$ cat src/include/ofsw_pkg.sv
// ofsw_pkg: shared constants for the output fault and status word block
package ofsw_pkg;
	// ------------------------------------------------------------
	// geometry
	// ------------------------------------------------------------
	localparam int OFSW_NUM_CH = 6;
	localparam int OFSW_WORD_W = 16;
	// ------------------------------------------------------------
	// module fault summary word field positions
	// ------------------------------------------------------------
	localparam int OFSW_MF_ANALOG_GRP_BIT = 15;
	localparam int OFSW_MF_OUTPUT_GRP_BIT = 14;
	localparam int OFSW_MF_CALIBRATING_BIT = 12;
	localparam int OFSW_MF_CAL_ERROR_BIT = 11;
	// ------------------------------------------------------------
	// forced channel fault patterns and status layout
	// ------------------------------------------------------------
	localparam logic [15:0] OFSW_CF_CAL_PATTERN = 16'h003F;
	localparam logic [15:0] OFSW_CF_COMM_LOSS_PATTERN = 16'hFFFF;
	localparam int OFSW_HOLD_TOP_BIT = 14;
	// hold release window: 0.1 percent of full scale, in thousandths
	localparam int OFSW_HOLD_WINDOW_PERMILLE = 1;
	localparam logic [15:0] OFSW_FULL_SCALE = 16'hFFFF;
	// ------------------------------------------------------------
	// apb register map (byte addresses) and reset values
	// ------------------------------------------------------------
	localparam logic [7:0] OFSW_ADDR_MODULE_FAULT = 8'h00;
	localparam logic [7:0] OFSW_ADDR_CHANNEL_FAULT = 8'h04;
	localparam logic [7:0] OFSW_ADDR_CHANNEL_STATUS = 8'h08;
	localparam logic [7:0] OFSW_ADDR_CONTROL = 8'h0C;
	localparam logic [7:0] OFSW_ADDR_IRQ_STATUS = 8'h10;
	localparam logic [7:0] OFSW_ADDR_IRQ_MASK = 8'h14;
	localparam logic [15:0] OFSW_WORD_RESET = 16'h0000;
	localparam logic [2:0] OFSW_IRQ_RESET = 3'h0;
	localparam logic [31:0] OFSW_UNMAPPED_READ = 32'h00000000;
	// interrupt status bit positions
	localparam int OFSW_IRQ_FAULT_BIT = 0;
	localparam int OFSW_IRQ_CAL_BIT = 1;
	localparam int OFSW_IRQ_HOLD_BIT = 2;
	localparam int OFSW_IRQ_W = 3;
endpackage

$ cat src/include/ofsw_ch_if.sv
// ofsw_ch_if: per-channel conditions carried between the block's modules
`timescale 1ns/10ps
`default_nettype none
interface ofsw_ch_if #(parameter int NUM_CH = 6, parameter int VAL_W = 16);
	logic [NUM_CH-1:0] hold_active;
	logic [NUM_CH*VAL_W-1:0] request_value;
	logic [NUM_CH*VAL_W-1:0] echo_value;
	logic [NUM_CH-1:0] hold_flag;
	modport tracker (input hold_active, input request_value, input echo_value, output hold_flag);
	modport top (output hold_active, output request_value, output echo_value, input hold_flag);
endinterface
`default_nettype wire

$ cat src/hdl/ofsw_hold_tracker.sv
// ofsw_hold_tracker: per-channel output-in-hold flag tracking
`timescale 1ns/10ps
`default_nettype none
module ofsw_hold_tracker
	import ofsw_pkg::*;
#(
	parameter int NUM_CH = 6,
	parameter int VAL_W = 16
) (
	input wire logic sys_clk,
	input wire logic rst_n,
	input wire logic clk_en,
	ofsw_ch_if.tracker ch
);
	// ------------------------------------------------------------
	// release window
	// ------------------------------------------------------------
	// window rounded down so release never happens outside 0.1 percent
	localparam logic [VAL_W-1:0] WINDOW = VAL_W'((32'(OFSW_FULL_SCALE) * OFSW_HOLD_WINDOW_PERMILLE) / 1000);

	function automatic logic within_window(input logic [VAL_W-1:0] a, input logic [VAL_W-1:0] b);
		logic [VAL_W-1:0] diff;
		diff = (a > b) ? VAL_W'(a - b) : VAL_W'(b - a);
		return diff <= WINDOW;
	endfunction

	// ------------------------------------------------------------
	// hold flags
	// ------------------------------------------------------------
	// set while holding wins over release in the same cycle
	always_ff @(posedge sys_clk or negedge rst_n) begin
		if (!rst_n) begin
			ch.hold_flag <= '0;
		end else if (clk_en) begin
			for (int i = 0; i < NUM_CH; i++) begin
				if (ch.hold_active[i]) begin
					ch.hold_flag[i] <= 1'b1;
				end else if (within_window(ch.request_value[i*VAL_W +: VAL_W], ch.echo_value[i*VAL_W +: VAL_W])) begin
					ch.hold_flag[i] <= 1'b0;
				end
			end
		end
	end
endmodule
`default_nettype wire

$ cat src/hdl/ofsw_word_pack.sv
// ofsw_word_pack: combinational packing of the three reported words
`timescale 1ns/10ps
`default_nettype none
module ofsw_word_pack
	import ofsw_pkg::*;
#(
	parameter int NUM_CH = 6
) (
	input wire logic [NUM_CH-1:0] limit_alarm,
	input wire logic [NUM_CH-1:0] calibrating,
	input wire logic [NUM_CH-1:0] cal_error,
	input wire logic comm_lost,
	input wire logic [NUM_CH-1:0] hold_flag,
	output logic [15:0] module_word,
	output logic [15:0] channel_word,
	output logic [15:0] status_word
);
	// ------------------------------------------------------------
	// channel fault word
	// ------------------------------------------------------------
	always_comb begin
		channel_word = 16'(limit_alarm);
		if (|calibrating) begin
			channel_word = OFSW_CF_CAL_PATTERN;
		end
		// comm loss wins: the controller sees all ones
		if (comm_lost) begin
			channel_word = OFSW_CF_COMM_LOSS_PATTERN;
		end
	end

	// ------------------------------------------------------------
	// module fault summary word, bits 15..11 only
	// ------------------------------------------------------------
	always_comb begin
		module_word = OFSW_WORD_RESET;
		module_word[OFSW_MF_ANALOG_GRP_BIT] = |channel_word;
		module_word[OFSW_MF_OUTPUT_GRP_BIT] = |channel_word;
		module_word[OFSW_MF_CALIBRATING_BIT] = |calibrating;
		module_word[OFSW_MF_CAL_ERROR_BIT] = |cal_error;
	end

	// ------------------------------------------------------------
	// shared status word: hold flags on even bits, odd bits zero
	// ------------------------------------------------------------
	always_comb begin
		status_word = OFSW_WORD_RESET;
		for (int i = 0; i < NUM_CH; i++) begin
			status_word[OFSW_HOLD_TOP_BIT - 2*i] = hold_flag[i];
		end
	end
endmodule
`default_nettype wire

$ cat src/hdl/ofsw_top.sv
// ofsw_top: integer-mode fault and status words with apb access
`timescale 1ns/10ps
`default_nettype none
// Summary of operation
// - summary fault flags occupy bits 15 to 11 of module fault word
// - analog group flag set when any channel fault bit is set
// - output group flag set when any channel fault bit is set
// - during calibration set calibrating flag and force all channel fault bits
// - calibration error flag set when any channel has a calibration error
// - channel faults use bits 5..0; calibration shows 003F
// - lost controller communication makes channel fault word read FFFF
// - one status word for all six channels, carrying only hold
// - hold flag set while holding, cleared when request within 0.1% of echo
// - odd status bits 15 to 5 carry nothing and read zero
// - calibration error flag sits at module fault bit 11
module ofsw_top
	import ofsw_pkg::*;
#(
	parameter int NUM_CH = OFSW_NUM_CH,
	parameter int VAL_W = 16
) (
	input wire logic sys_clk,
	input wire logic rst_n,
	input wire logic clk_en,
	// apb slave
	input wire logic psel,
	input wire logic penable,
	input wire logic pwrite,
	input wire logic [7:0] paddr,
	input wire logic [31:0] pwdata,
	output logic [31:0] prdata,
	output logic pready,
	output logic pslverr,
	// channel conditions from the output engine, same clock
	input wire logic [NUM_CH-1:0] limit_alarm,
	input wire logic [NUM_CH-1:0] calibrating,
	input wire logic [NUM_CH-1:0] cal_error,
	input wire logic [NUM_CH-1:0] hold_active,
	input wire logic [NUM_CH*VAL_W-1:0] request_value,
	input wire logic [NUM_CH*VAL_W-1:0] echo_value,
	input wire logic data_update,
	// communication watchdog from the backplane, asynchronous
	input wire logic comm_lost_pin,
	// reported words
	output logic [15:0] module_fault_summary_word,
	output logic [15:0] channel_fault_word,
	output logic [15:0] shared_channel_status_word,
	output logic irq
);
	// ------------------------------------------------------------
	// comm loss synchroniser
	// ------------------------------------------------------------
	logic comm_meta;
	logic comm_lost;

	// first stage read only by the second
	always_ff @(posedge sys_clk or negedge rst_n) begin
		if (!rst_n) begin
			comm_meta <= 1'b0;
			comm_lost <= 1'b0;
		end else if (clk_en) begin
			comm_meta <= comm_lost_pin;
			comm_lost <= comm_meta;
		end
	end

	// ------------------------------------------------------------
	// hold tracking and word packing
	// ------------------------------------------------------------
	ofsw_ch_if #(.NUM_CH(NUM_CH), .VAL_W(VAL_W)) ch_bus ();

	assign ch_bus.hold_active = hold_active;
	assign ch_bus.request_value = request_value;
	assign ch_bus.echo_value = echo_value;

	ofsw_hold_tracker #(.NUM_CH(NUM_CH), .VAL_W(VAL_W)) u_hold (
		.sys_clk(sys_clk),
		.rst_n(rst_n),
		.clk_en(clk_en),
		.ch(ch_bus.tracker)
	);

	logic [15:0] next_module_word;
	logic [15:0] next_channel_word;
	logic [15:0] next_status_word;

	ofsw_word_pack #(.NUM_CH(NUM_CH)) u_pack (
		.limit_alarm(limit_alarm),
		.calibrating(calibrating),
		.cal_error(cal_error),
		.comm_lost(comm_lost),
		.hold_flag(ch_bus.hold_flag),
		.module_word(next_module_word),
		.channel_word(next_channel_word),
		.status_word(next_status_word)
	);

	// ------------------------------------------------------------
	// control register
	// ------------------------------------------------------------
	// bit 0: refresh every cycle instead of only on data_update
	logic free_run;
	logic wr_en;
	logic rd_en;
	logic ctrl_wr;
	logic mask_wr;
	logic status_rd;

	// a transfer takes effect only at the edge where pready is seen
	assign wr_en = psel && penable && pwrite && pready;
	assign rd_en = psel && penable && !pwrite && pready;
	assign ctrl_wr = wr_en && paddr == OFSW_ADDR_CONTROL;
	assign mask_wr = wr_en && paddr == OFSW_ADDR_IRQ_MASK;
	assign status_rd = rd_en && paddr == OFSW_ADDR_IRQ_STATUS;

	// free-run bit, the only writable bit of the control register
	always_ff @(posedge sys_clk or negedge rst_n) begin
		if (!rst_n) begin
			free_run <= 1'b0;
		end else if (clk_en && ctrl_wr) begin
			free_run <= pwdata[0];
		end
	end

	// ------------------------------------------------------------
	// reported words, snapshot on each data update
	// ------------------------------------------------------------
	// snapshot keeps the three words mutually consistent per update
	logic refresh;

	assign refresh = data_update || free_run;

	// module fault summary word
	always_ff @(posedge sys_clk or negedge rst_n) begin
		if (!rst_n) begin
			module_fault_summary_word <= OFSW_WORD_RESET;
		end else if (clk_en && refresh) begin
			module_fault_summary_word <= next_module_word;
		end
	end

	// channel fault word
	always_ff @(posedge sys_clk or negedge rst_n) begin
		if (!rst_n) begin
			channel_fault_word <= OFSW_WORD_RESET;
		end else if (clk_en && refresh) begin
			channel_fault_word <= next_channel_word;
		end
	end

	// shared channel status word
	always_ff @(posedge sys_clk or negedge rst_n) begin
		if (!rst_n) begin
			shared_channel_status_word <= OFSW_WORD_RESET;
		end else if (clk_en && refresh) begin
			shared_channel_status_word <= next_status_word;
		end
	end

	// ------------------------------------------------------------
	// interrupt status and mask
	// ------------------------------------------------------------
	logic [OFSW_IRQ_W-1:0] irq_status;
	logic [OFSW_IRQ_W-1:0] irq_mask;
	logic [OFSW_IRQ_W-1:0] irq_event;
	logic [15:0] prev_status_word;
	logic prev_fault;
	logic prev_cal;

	// rising edges of fault, calibration error and any hold flag
	always_comb begin
		irq_event = '0;
		irq_event[OFSW_IRQ_FAULT_BIT] = (|channel_fault_word) && !prev_fault;
		irq_event[OFSW_IRQ_CAL_BIT] = module_fault_summary_word[OFSW_MF_CAL_ERROR_BIT] && !prev_cal;
		irq_event[OFSW_IRQ_HOLD_BIT] = |(shared_channel_status_word & ~prev_status_word);
	end

	// last fault level, for the channel fault edge
	always_ff @(posedge sys_clk or negedge rst_n) begin
		if (!rst_n) begin
			prev_fault <= 1'b0;
		end else if (clk_en) begin
			prev_fault <= |channel_fault_word;
		end
	end

	// last calibration error level
	always_ff @(posedge sys_clk or negedge rst_n) begin
		if (!rst_n) begin
			prev_cal <= 1'b0;
		end else if (clk_en) begin
			prev_cal <= module_fault_summary_word[OFSW_MF_CAL_ERROR_BIT];
		end
	end

	// last status word, so each hold bit edge counts once
	always_ff @(posedge sys_clk or negedge rst_n) begin
		if (!rst_n) begin
			prev_status_word <= OFSW_WORD_RESET;
		end else if (clk_en) begin
			prev_status_word <= shared_channel_status_word;
		end
	end

	// read clears, but a same-cycle event still sets
	always_ff @(posedge sys_clk or negedge rst_n) begin
		if (!rst_n) begin
			irq_status <= OFSW_IRQ_RESET;
		end else if (clk_en) begin
			if (status_rd) begin
				irq_status <= irq_event;
			end else begin
				irq_status <= irq_status | irq_event;
			end
		end
	end

	always_ff @(posedge sys_clk or negedge rst_n) begin
		if (!rst_n) begin
			irq_mask <= OFSW_IRQ_RESET;
		end else if (clk_en && mask_wr) begin
			irq_mask <= pwdata[OFSW_IRQ_W-1:0];
		end
	end

	// registered so the pin comes straight from a flip-flop
	always_ff @(posedge sys_clk or negedge rst_n) begin
		if (!rst_n) begin
			irq <= 1'b0;
		end else if (clk_en) begin
			irq <= |(irq_status & irq_mask);
		end
	end

	// ------------------------------------------------------------
	// apb slave: one wait state, read data registered
	// ------------------------------------------------------------
	function automatic logic addr_mapped(input logic [7:0] a);
		return a == OFSW_ADDR_MODULE_FAULT || a == OFSW_ADDR_CHANNEL_FAULT ||
			a == OFSW_ADDR_CHANNEL_STATUS || a == OFSW_ADDR_CONTROL ||
			a == OFSW_ADDR_IRQ_STATUS || a == OFSW_ADDR_IRQ_MASK;
	endfunction

	// only the two control registers take writes
	function automatic logic addr_writable(input logic [7:0] a);
		return a == OFSW_ADDR_CONTROL || a == OFSW_ADDR_IRQ_MASK;
	endfunction

	// decode in the first access cycle; the answer follows one edge later
	logic access_first;
	logic [31:0] next_prdata;
	logic next_pslverr;

	assign access_first = psel && penable && !pready;

	// read mux: words in the low half, upper bits read zero
	always_comb begin
		next_prdata = OFSW_UNMAPPED_READ;
		if (access_first && !pwrite) begin
			unique case (paddr)
				OFSW_ADDR_MODULE_FAULT: next_prdata = {16'h0000, module_fault_summary_word};
				OFSW_ADDR_CHANNEL_FAULT: next_prdata = {16'h0000, channel_fault_word};
				OFSW_ADDR_CHANNEL_STATUS: next_prdata = {16'h0000, shared_channel_status_word};
				OFSW_ADDR_CONTROL: next_prdata = {31'h00000000, free_run};
				OFSW_ADDR_IRQ_STATUS: next_prdata = {29'h00000000, irq_status};
				OFSW_ADDR_IRQ_MASK: next_prdata = {29'h00000000, irq_mask};
				default: next_prdata = OFSW_UNMAPPED_READ;
			endcase
		end
	end

	// writes to the status words are refused: they are read-only
	always_comb begin
		next_pslverr = 1'b0;
		if (access_first) begin
			next_pslverr = !addr_mapped(paddr) || (pwrite && !addr_writable(paddr));
		end
	end

	// pready rises with the answer, one edge after the first access cycle
	always_ff @(posedge sys_clk or negedge rst_n) begin
		if (!rst_n) begin
			pready <= 1'b0;
		end else if (clk_en) begin
			pready <= access_first;
		end
	end

	// error flag stands with pready for one cycle
	always_ff @(posedge sys_clk or negedge rst_n) begin
		if (!rst_n) begin
			pslverr <= 1'b0;
		end else if (clk_en) begin
			pslverr <= next_pslverr;
		end
	end

	// read data stands with pready, zero otherwise
	always_ff @(posedge sys_clk or negedge rst_n) begin
		if (!rst_n) begin
			prdata <= OFSW_UNMAPPED_READ;
		end else if (clk_en) begin
			prdata <= next_prdata;
		end
	end
endmodule
`default_nettype wire

$ cat config.mk
export PLATFORM = sky130hd
export DESIGN_NAME = ofsw_top
export DESIGN_NICKNAME = d
export VERILOG_FILES = /design/src/include/ofsw_pkg.sv /design/src/include/ofsw_ch_if.sv /design/src/hdl/ofsw_hold_tracker.sv /design/src/hdl/ofsw_word_pack.sv /design/src/hdl/ofsw_top.sv
export SDC_FILE = /design/constraint.sdc
export NUM_CORES = 1
export LEC_CHECK = 0
export BUFFER_PORTS_ARGS = -buffer_cell sky130_fd_sc_hd__buf_2
export CAP_MARGIN = 40
export CORE_MARGIN = 3
export CORE_UTILIZATION = 40
export CTS_BUF_LIST = sky130_fd_sc_hd__clkbuf_8
export CTS_CLUSTER_DIAMETER = 200
export DETAILED_ROUTE_END_ITERATION = 6
export HOLD_SLACK_MARGIN = 0.06
export PLACE_DENSITY = 0.65
export REMOVE_ABC_BUFFERS = 1
export SYNTH_ARGS = -nofsm -noshare
export SYNTH_HDL_FRONTEND = slang
export SYNTH_HIERARCHICAL = 1
export SYNTH_SLANG_ARGS = --single-unit
$ cat constraint.sdc
create_clock -name sys_clk -period 3.9 [get_ports sys_clk]
set_input_delay 0.585 -clock sys_clk [delete_from_list [all_inputs] [get_ports sys_clk]]
set_output_delay 0.585 -clock sys_clk [all_outputs]
set_load 0.1 [all_outputs]
==> flow_metrics.env, run 1 <==
export IMPL_route_detailed_wl_per_inst_um=16.7
export IMPL_initial_antenna_violation_count=1
export IMPL_synth_cells=1955
export IMPL_clk_root_buffer_cell="clkbuf_8"
export IMPL_total_power_uw=4650
export IMPL_clkSinkCount=100
export IMPL_detailedRoute_firstPassIterationCount=5
export IMPL_timing_final_max_slew_violations=0
export IMPL_routabilityCongestion=0.888
export IMPL_die_height_um=202
export IMPL_maximum_number_of_pins_on_one_net_before_global_route_repair=66
export IMPL_floorplan_die_area_um2=40900
export IMPL_areal_power_density_over_the_cells_nw_per_um2=268
export IMPL_slew_headroom=0.497
export IMPL_detail_route_drc_violations=0
export IMPL_cts_buffers=9
export IMPL_synthToLayoutAreaGrowth_pct=12.6
export IMPL_io_buffer_count=301
export IMPL_grt_setup_unrepaired="false"
export IMPL_worstSkewPairLatency_ns=0.37
export IMPL_crit_type="in2reg"
export IMPL_synthTopCellsByArea="dfrtp_1, ha_1, inv_1, mux2_2, a21oi_1"
export IMPL_cp_cell_sequence="buf_2, inv_1, ha_1, inv_1, fa_1, a211oi_1, o21bai_1, o22ai_2, nor4_4, o21ai_4, mux2_1, and2_1, mux4_2, a41oi_2"
export IMPL_drt_vias_per_instance=5.46
export IMPL_dp_wirelength_um=36900
export IMPL_worstSetupEndpointType="flip-flop"
export IMPL_fin_crit_sh=0.846
export IMPL_skew_ns=0.0122
export IMPL_crit_path_max_incr_delay_ns=0.46
export IMPL_finalHoldViolations=0
export IMPL_first_global_vias=14193
export IMPL_irDropWorstVdd_mv=0.147
export IMPL_synth_seq_area_share=0.162
export IMPL_max_cap_viol_count=0
export IMPL_floorplan_rows=71
export IMPL_critical_path_slowest_cell="mux4_2"
export IMPL_worst_slew_pin_transition_ns=0.749
export IMPL_timing_critical_path_arrival_ns=3.60
export IMPL_number_of_synthesized_register_bits=100
export IMPL_pin_count=347
export IMPL_fin_nets=2651
export IMPL_final_setup_worst_slack_ns=0.602
export IMPL_grt_pass1_wl_um=72300
export IMPL_worstHoldPathType="in2reg"
export IMPL_synth_flop_cell="dfrtp_1"
export IMPL_critical_path_startpoint_category="primary input"
export IMPL_mostFrequentLayoutCell="buf_2"
export IMPL_antenna_violating_nets_post_route=0
export IMPL_count_of_flip_flops_with_a_built_in_enable_after_synthesis=0
export IMPL_overall_global_routing_resource_usage=0.211
export IMPL_drtIter0Drc=901
export IMPL_critical_path_top_cell_by_count="inv_1"
export IMPL_required_ns=4.20
export IMPL_die_w_um=202
export IMPL_yosysWarnings=6
export IMPL_highest_fanout_seen_on_the_critical_path=9
export IMPL_maximum_buffer_depth_of_the_clock_tree=2
export IMPL_outcome="finished clean"
export IMPL_detail_route_wirelength_um=45200
export IMPL_fraction_of_layout_cells_with_a_size_suffix_above_1=0.216
export IMPL_floorplan_core_area_um2=37800
export IMPL_clock_transition_at_the_registers_of_the_reported_paths_ns=0.10
export IMPL_synth_top_area_share=0.162
export IMPL_cts_tree="yes"
export IMPL_synth_area_leader_cell="dfrtp_1"
export IMPL_achievable_frequency_ghz=0.303
export IMPL_final_period_minus_worst_setup_slack_ns=3.30
export IMPL_overflow=0
export IMPL_postSynth_asyncResetShare=1.00
export IMPL_p_leak_uw=0.00844
export IMPL_layout_cells_most_common_list="buf_2, inv_1, ha_1"
export IMPL_report_final_setup_viol=0
export IMPL_htreeDepth=3
export IMPL_synthesis_area_per_instance_um2=7.88
export IMPL_post_synth_instance_area_um2=15400
export IMPL_initial_utilization=0.407
export IMPL_netlist_cell_type_count=103
export IMPL_dp_slack_ns=0.236
export IMPL_via_count=14771
area by class of cell:
cell class / instances / area [µm²]
multi-input combinational: 1488 / 11300
fill: 3863 / 20500
tap: 511 / 639
clock buffer: 9 / 124
antenna: 1 / 2.50
inverter: 253 / 950
sequential: 100 / 2500
clock inverter: 6 / 66.3
timing repair buffer: 337 / 1810
worst max-delay path: cells and delay by family:
family                   cells  cell delay [ns]
AO/OA/AOI/OAI                5             1.12
multiplexers                 2             0.84
adder cells (fa/ha/maj)      2             0.59
AND/OR/NAND/NOR              2             0.23
buffers and inverters        3             0.22
metrics by stage:
| step | hold WS [ns] | std cells | setup TNS [ns] | instance area, µm² | utilization |
|---|---|---|---|---|---|
| CTS | 0.445 | 2704 | 0 | 17400 | 0.459 |
| floorplan | 0.289 | 1841 | -33.50 | 14700 | - |
| detailed placement | 0.391 | 2688 | 0 | 17200 | 0.453 |
| global route | 0.455 | 2705 | 0 | 17400 | 0.459 |
| global placement | 0.489 | 2685 | 0 | 17100 | 0.452 |
| finish | 0.473 | 2705 | 0 | 17400 | 0.459 |
power breakdown:
| group | switching [µW] | internal, µW |
|---|---|---|
| clock network | 383 | 296 |
| logic | 1770 | 960 |
| registers | 114 | 1130 |
| total | 2270 | 2390 |
sequential cells by signal, summed over array words and instances, names as in the netlist, 3 cells and up:
signal	count
prev_status_word	16
shared_channel_status_word	16
prdata	16
u_hold/ch.hold_flag	6
channel_fault_word	16
module_fault_summary_word	16
irq_mask	3
irq_status	3
synthesized netlist by cell type, drive strengths merged (7+ instances only):
library cell,instances
o31ai,17
o21a,28
o21ai,107
or3,10
nand3b,7
nor2b,53
a41oi,13
o22ai,24
o211ai,20
ha,186
a31oi,22
nor2,109
inv,253
nand4,27
nor3,38
a21o,51
nor3b,9
buf,92
o41ai,8
mux2i,39
a221oi,8
nand2,90
nor4,18
nand2b,17
nand3,31
xor2,41
a21oi,149
and3,13
and2,12
a2111oi,11
a211oi,20
xnor2,46
clkbuf,58
fa,12
or2,14
a311oi,9
or4,8
o2111ai,8
mux2,76
a2bb2oi,13
and4,7
dfrtp,100
o21bai,17
what timing repair did:
item	in CTS	in global routing
endpoints found under the setup margin	0	0
setup buffers	0	0
hold buffers	1	0
resized for setup	0	0
hold endpoints to repair	2	0
cell families (layout without fill, tap and decap cells):
group	count (synthesis)	in the layout	share of synthesized area
buf+inv	403	605	0.117
simple gates	474	474	0.163
flops	100	100	0.162
mux	116	116	0.0823
compound gates	575	575	0.259
other cells	2	39	0.000487
xor+xnor	87	87	0.0494
fa+ha+maj	198	198	0.167
path summary, 6_finish.rpt:
path,cells past startpoint,slack (ns),start,end
min in group asynchronous,2,0.56,rst_n,pready$_DFFE_PN0P_
worst max register to register,5,1.79,pready$_DFFE_PN0P_,prdata[2]$_DFFE_PN0P_
worst min-delay path,2,0.47,pwdata[0],irq_mask[0]$_DFFE_PN0P_
worst max-delay path,14,0.60,request_value[64],u_hold/ch.hold_flag[4]$_DFFE_PN0P_
max in group asynchronous,4,2.31,rst_n,free_run$_DFFE_PN0P_
worst min register to register,1,0.51,prev_status_word[13]$_DFFE_PN0P_,prev_status_word[13]$_DFFE_PN0P_
routing by layer:
metal / part of all wire / wire length (µm) / global-route usage / up-vias
li1: - / - / - / 7304
met1: 0.46 / 20900 / 0.288 / 7029
met2: 0.47 / 21200 / 0.355 / 398
met3: 0.050 / 2270 / 0.0266 / 40
met4: 0.017 / 772 / 0.0500 / 0
met5: 0 / 0 / 0 / -
Note: power is estimated with default switching activity, not from simulation.
==> inputs of run 2 (changes only) <==
clock period = 3.2 ns   (was 3.9 ns; I/O delays follow)
==> run 2 against run 1 <==
Net effect:
- highest routed layer unchanged
- first-iteration DRC count is 4.6% lower
- routed wire length is 1.7% higher
- final cell count is 4.7% higher
- utilization is 2.5 points higher
- power is 25% higher
- clock skew is 0.0028 ns lower
- worst setup slack worse by 0.44 ns
- global-route usage is 0.27 points higher
- final area is 5.4% higher
- non-clock buffer count is 126 higher
==> flow_metrics.env, run 2 (same netlist as run 1, synthesis figures left out) <==
export IMPL_outcome="finished clean"
export IMPL_floorplan_die_area_um2=40900
export IMPL_detailedRoute_firstPassIterationCount=5
export IMPL_first_global_vias=14216
export IMPL_share_comb_of_total_power=0.608
export IMPL_netSwitchingFraction=0.484
export IMPL_maximum_buffer_depth_of_the_clock_tree=2
export IMPL_mostFrequentLayoutCell="buf_2"
export IMPL_final_setup_worst_slack_ns=0.162
export IMPL_detail_route_drc_violations=0
export IMPL_worst_r2r_path_cells=5
export IMPL_worstSetupEndpointType="flip-flop"
export IMPL_net_switching_power_uw=2830
export IMPL_cts_buffers=9
export IMPL_irDropWorstVdd_mv=0.196
export IMPL_overflow=0
export IMPL_fraction_of_layout_cells_with_a_size_suffix_above_1=0.260
export IMPL_design_area_um2=18300
export IMPL_overall_global_routing_resource_usage=0.214
export IMPL_timing_final_max_slew_violations=0
export IMPL_filler_cell_count=3786
export IMPL_initial_utilization=0.407
export IMPL_timing_critical_path_depth=14
export IMPL_htreeDepth=3
export IMPL_critical_path_slowest_cell="mux4_2"
export IMPL_achievable_frequency_ghz=0.329
export IMPL_total_power_uw=5840
export IMPL_routabilityCongestion=0.951
export IMPL_via_count=15067
export IMPL_floorplan_core_area_um2=37800
export IMPL_max_cap_viol_count=0
export IMPL_power_frac_clock=0.133
export IMPL_drt_vias_per_instance=5.32
export IMPL_p_leak_uw=0.00904
export IMPL_layout_core_utilization=0.483
export IMPL_final_instance_count_without_filler_cells=2832
export IMPL_initial_antenna_violation_count=1
export IMPL_path_buf_inv=3
export IMPL_intPower_uw=3010
export IMPL_io_buffer_count=301
export IMPL_layout_cells_most_common_list="buf_2, inv_1, ha_1"
export IMPL_critical_path_top_cell_by_count="inv_1"
export IMPL_synthToLayoutAreaGrowth_pct=18.7
export IMPL_fin_crit_sh=0.949
export IMPL_place_area_um2=18100
export IMPL_clkSinkCount=100
export IMPL_highest_fanout_seen_on_the_critical_path=6
export IMPL_pin_count=347
export IMPL_cts_tree="yes"
export IMPL_power_sequential_fraction=0.259
export IMPL_critical_path_startpoint_category="primary input"
export IMPL_dp_slack_ns=-0.232
export IMPL_finalHoldViolations=0
export IMPL_worstHoldPathType="in2async"
export IMPL_crit_path_max_incr_delay_ns=0.46
export IMPL_cp_top_family="compound AO/OA/AOI/OAI gates"
export IMPL_maximum_number_of_pins_on_one_net_before_global_route_repair=59
export IMPL_worstSkewPairLatency_ns=0.38
export IMPL_areal_power_density_over_the_cells_nw_per_um2=319
export IMPL_report_final_setup_viol=0
export IMPL_timing_critical_path_arrival_ns=3.34
export IMPL_clk_root_buffer_cell="clkbuf_8"
export IMPL_final_period_minus_worst_setup_slack_ns=3.04
export IMPL_fin_nets=2777
export IMPL_drtIter0Drc=860
export IMPL_dpl_cell_count=2815
export IMPL_hold_buffers=0
export IMPL_grt_pass1_wl_um=72800
export IMPL_antenna_violating_nets_post_route=0
export IMPL_dp_wirelength_um=38400
export IMPL_route_detailed_wl_per_inst_um=16.2
export IMPL_cp_cell_sequence="buf_2, inv_1, ha_1, inv_1, fa_1, a211oi_1, o21bai_1, o22ai_2, nor4_4, o21ai_4, mux2_2, and2_1, mux4_2, a41oi_2"
export IMPL_required_ns=3.50
export IMPL_floorplan_rows=71
export IMPL_die_w_um=202
export IMPL_grt_setup_unrepaired="false"
export IMPL_clock_transition_at_the_registers_of_the_reported_paths_ns=0.11
export IMPL_crit_type="in2reg"
export IMPL_detail_route_wirelength_um=46000
export IMPL_worst_slew_pin_transition_ns=0.734
export IMPL_slew_headroom=0.511
export IMPL_skew_ns=0.00936
export IMPL_die_height_um=202
run 2: cell count changes in the layout (fill, tap and decap cells not counted), sizes merged:
cell	before	now
buf	336	463
dlygate4sd3	1	0
bufinv	1	0
clkinv	2	3
inv	255	256
run 2: worst paths after layout:
path	from	end	slack, ns
max reg2reg	pready$_DFFE_PN0P_	prdata[3]$_DFFE_PN0P_	1.17
max	request_value[64]	u_hold/ch.hold_flag[4]$_DFFE_PN0P_	0.16
min in group sys_clk	pwdata[1]	irq_mask[1]$_DFFE_PN0P_	0.35
min reg2reg	comm_meta$_DFFE_PN0P_	comm_meta$_DFFE_PN0P_	0.51
max in group asynchronous	rst_n	prev_status_word[3]$_DFFE_PN0P_	2.37
min	rst_n	pslverr$_DFFE_PN0P_	0.08
run 2: timing repair:
item | in CTS | in global routing
resized for setup | 0 | 3
buffers inserted | 0 | 0
endpoints found under the setup margin | 0 | 2
run 2: through the flow:
step	setup TNS, ns	hold WS, ns
2_1_floorplan	-62.29	0.184
3_3_place_gp	-0.585	0.490
3_5_place_dp	-0.956	0.496
4_1_cts	0	0.0854
5_1_grt	0	0.118
6_report	0	0.0828
run 2: area by class of cell:
type                    count  area, µm²  share of cell area
flip-flops and latches    100       2500               0.137
diodes                      1       2.50            0.000137
clock buffers               9        124             0.00677
multi-input cells        1488      11300               0.616
inverters                 253        950              0.0519
well taps                 511        639              0.0350
clock inverters             7       58.8             0.00321
repair buffers            463       2750               0.150
run 2: power by group through the flow:
stage | registers, µW | clock network (µW) | logic [µW]
2_1_floorplan | 2070 | 0 | 1880
3_3_place_gp | 1530 | 0 | 3470
3_5_place_dp | 1540 | 0 | 3520
4_1_cts | 1510 | 816 | 3530
5_1_grt | 1530 | 861 | 3850
6_report | 1510 | 778 | 3550
run 2: routing by layer:
metal	vias up	part of all wire	track usage
li1	7568	-	-
met1	7056	0.46	0.284
met2	390	0.48	0.369
met3	53	0.046	0.0253
met4	0	0.022	0.0537
met5	-	0	0
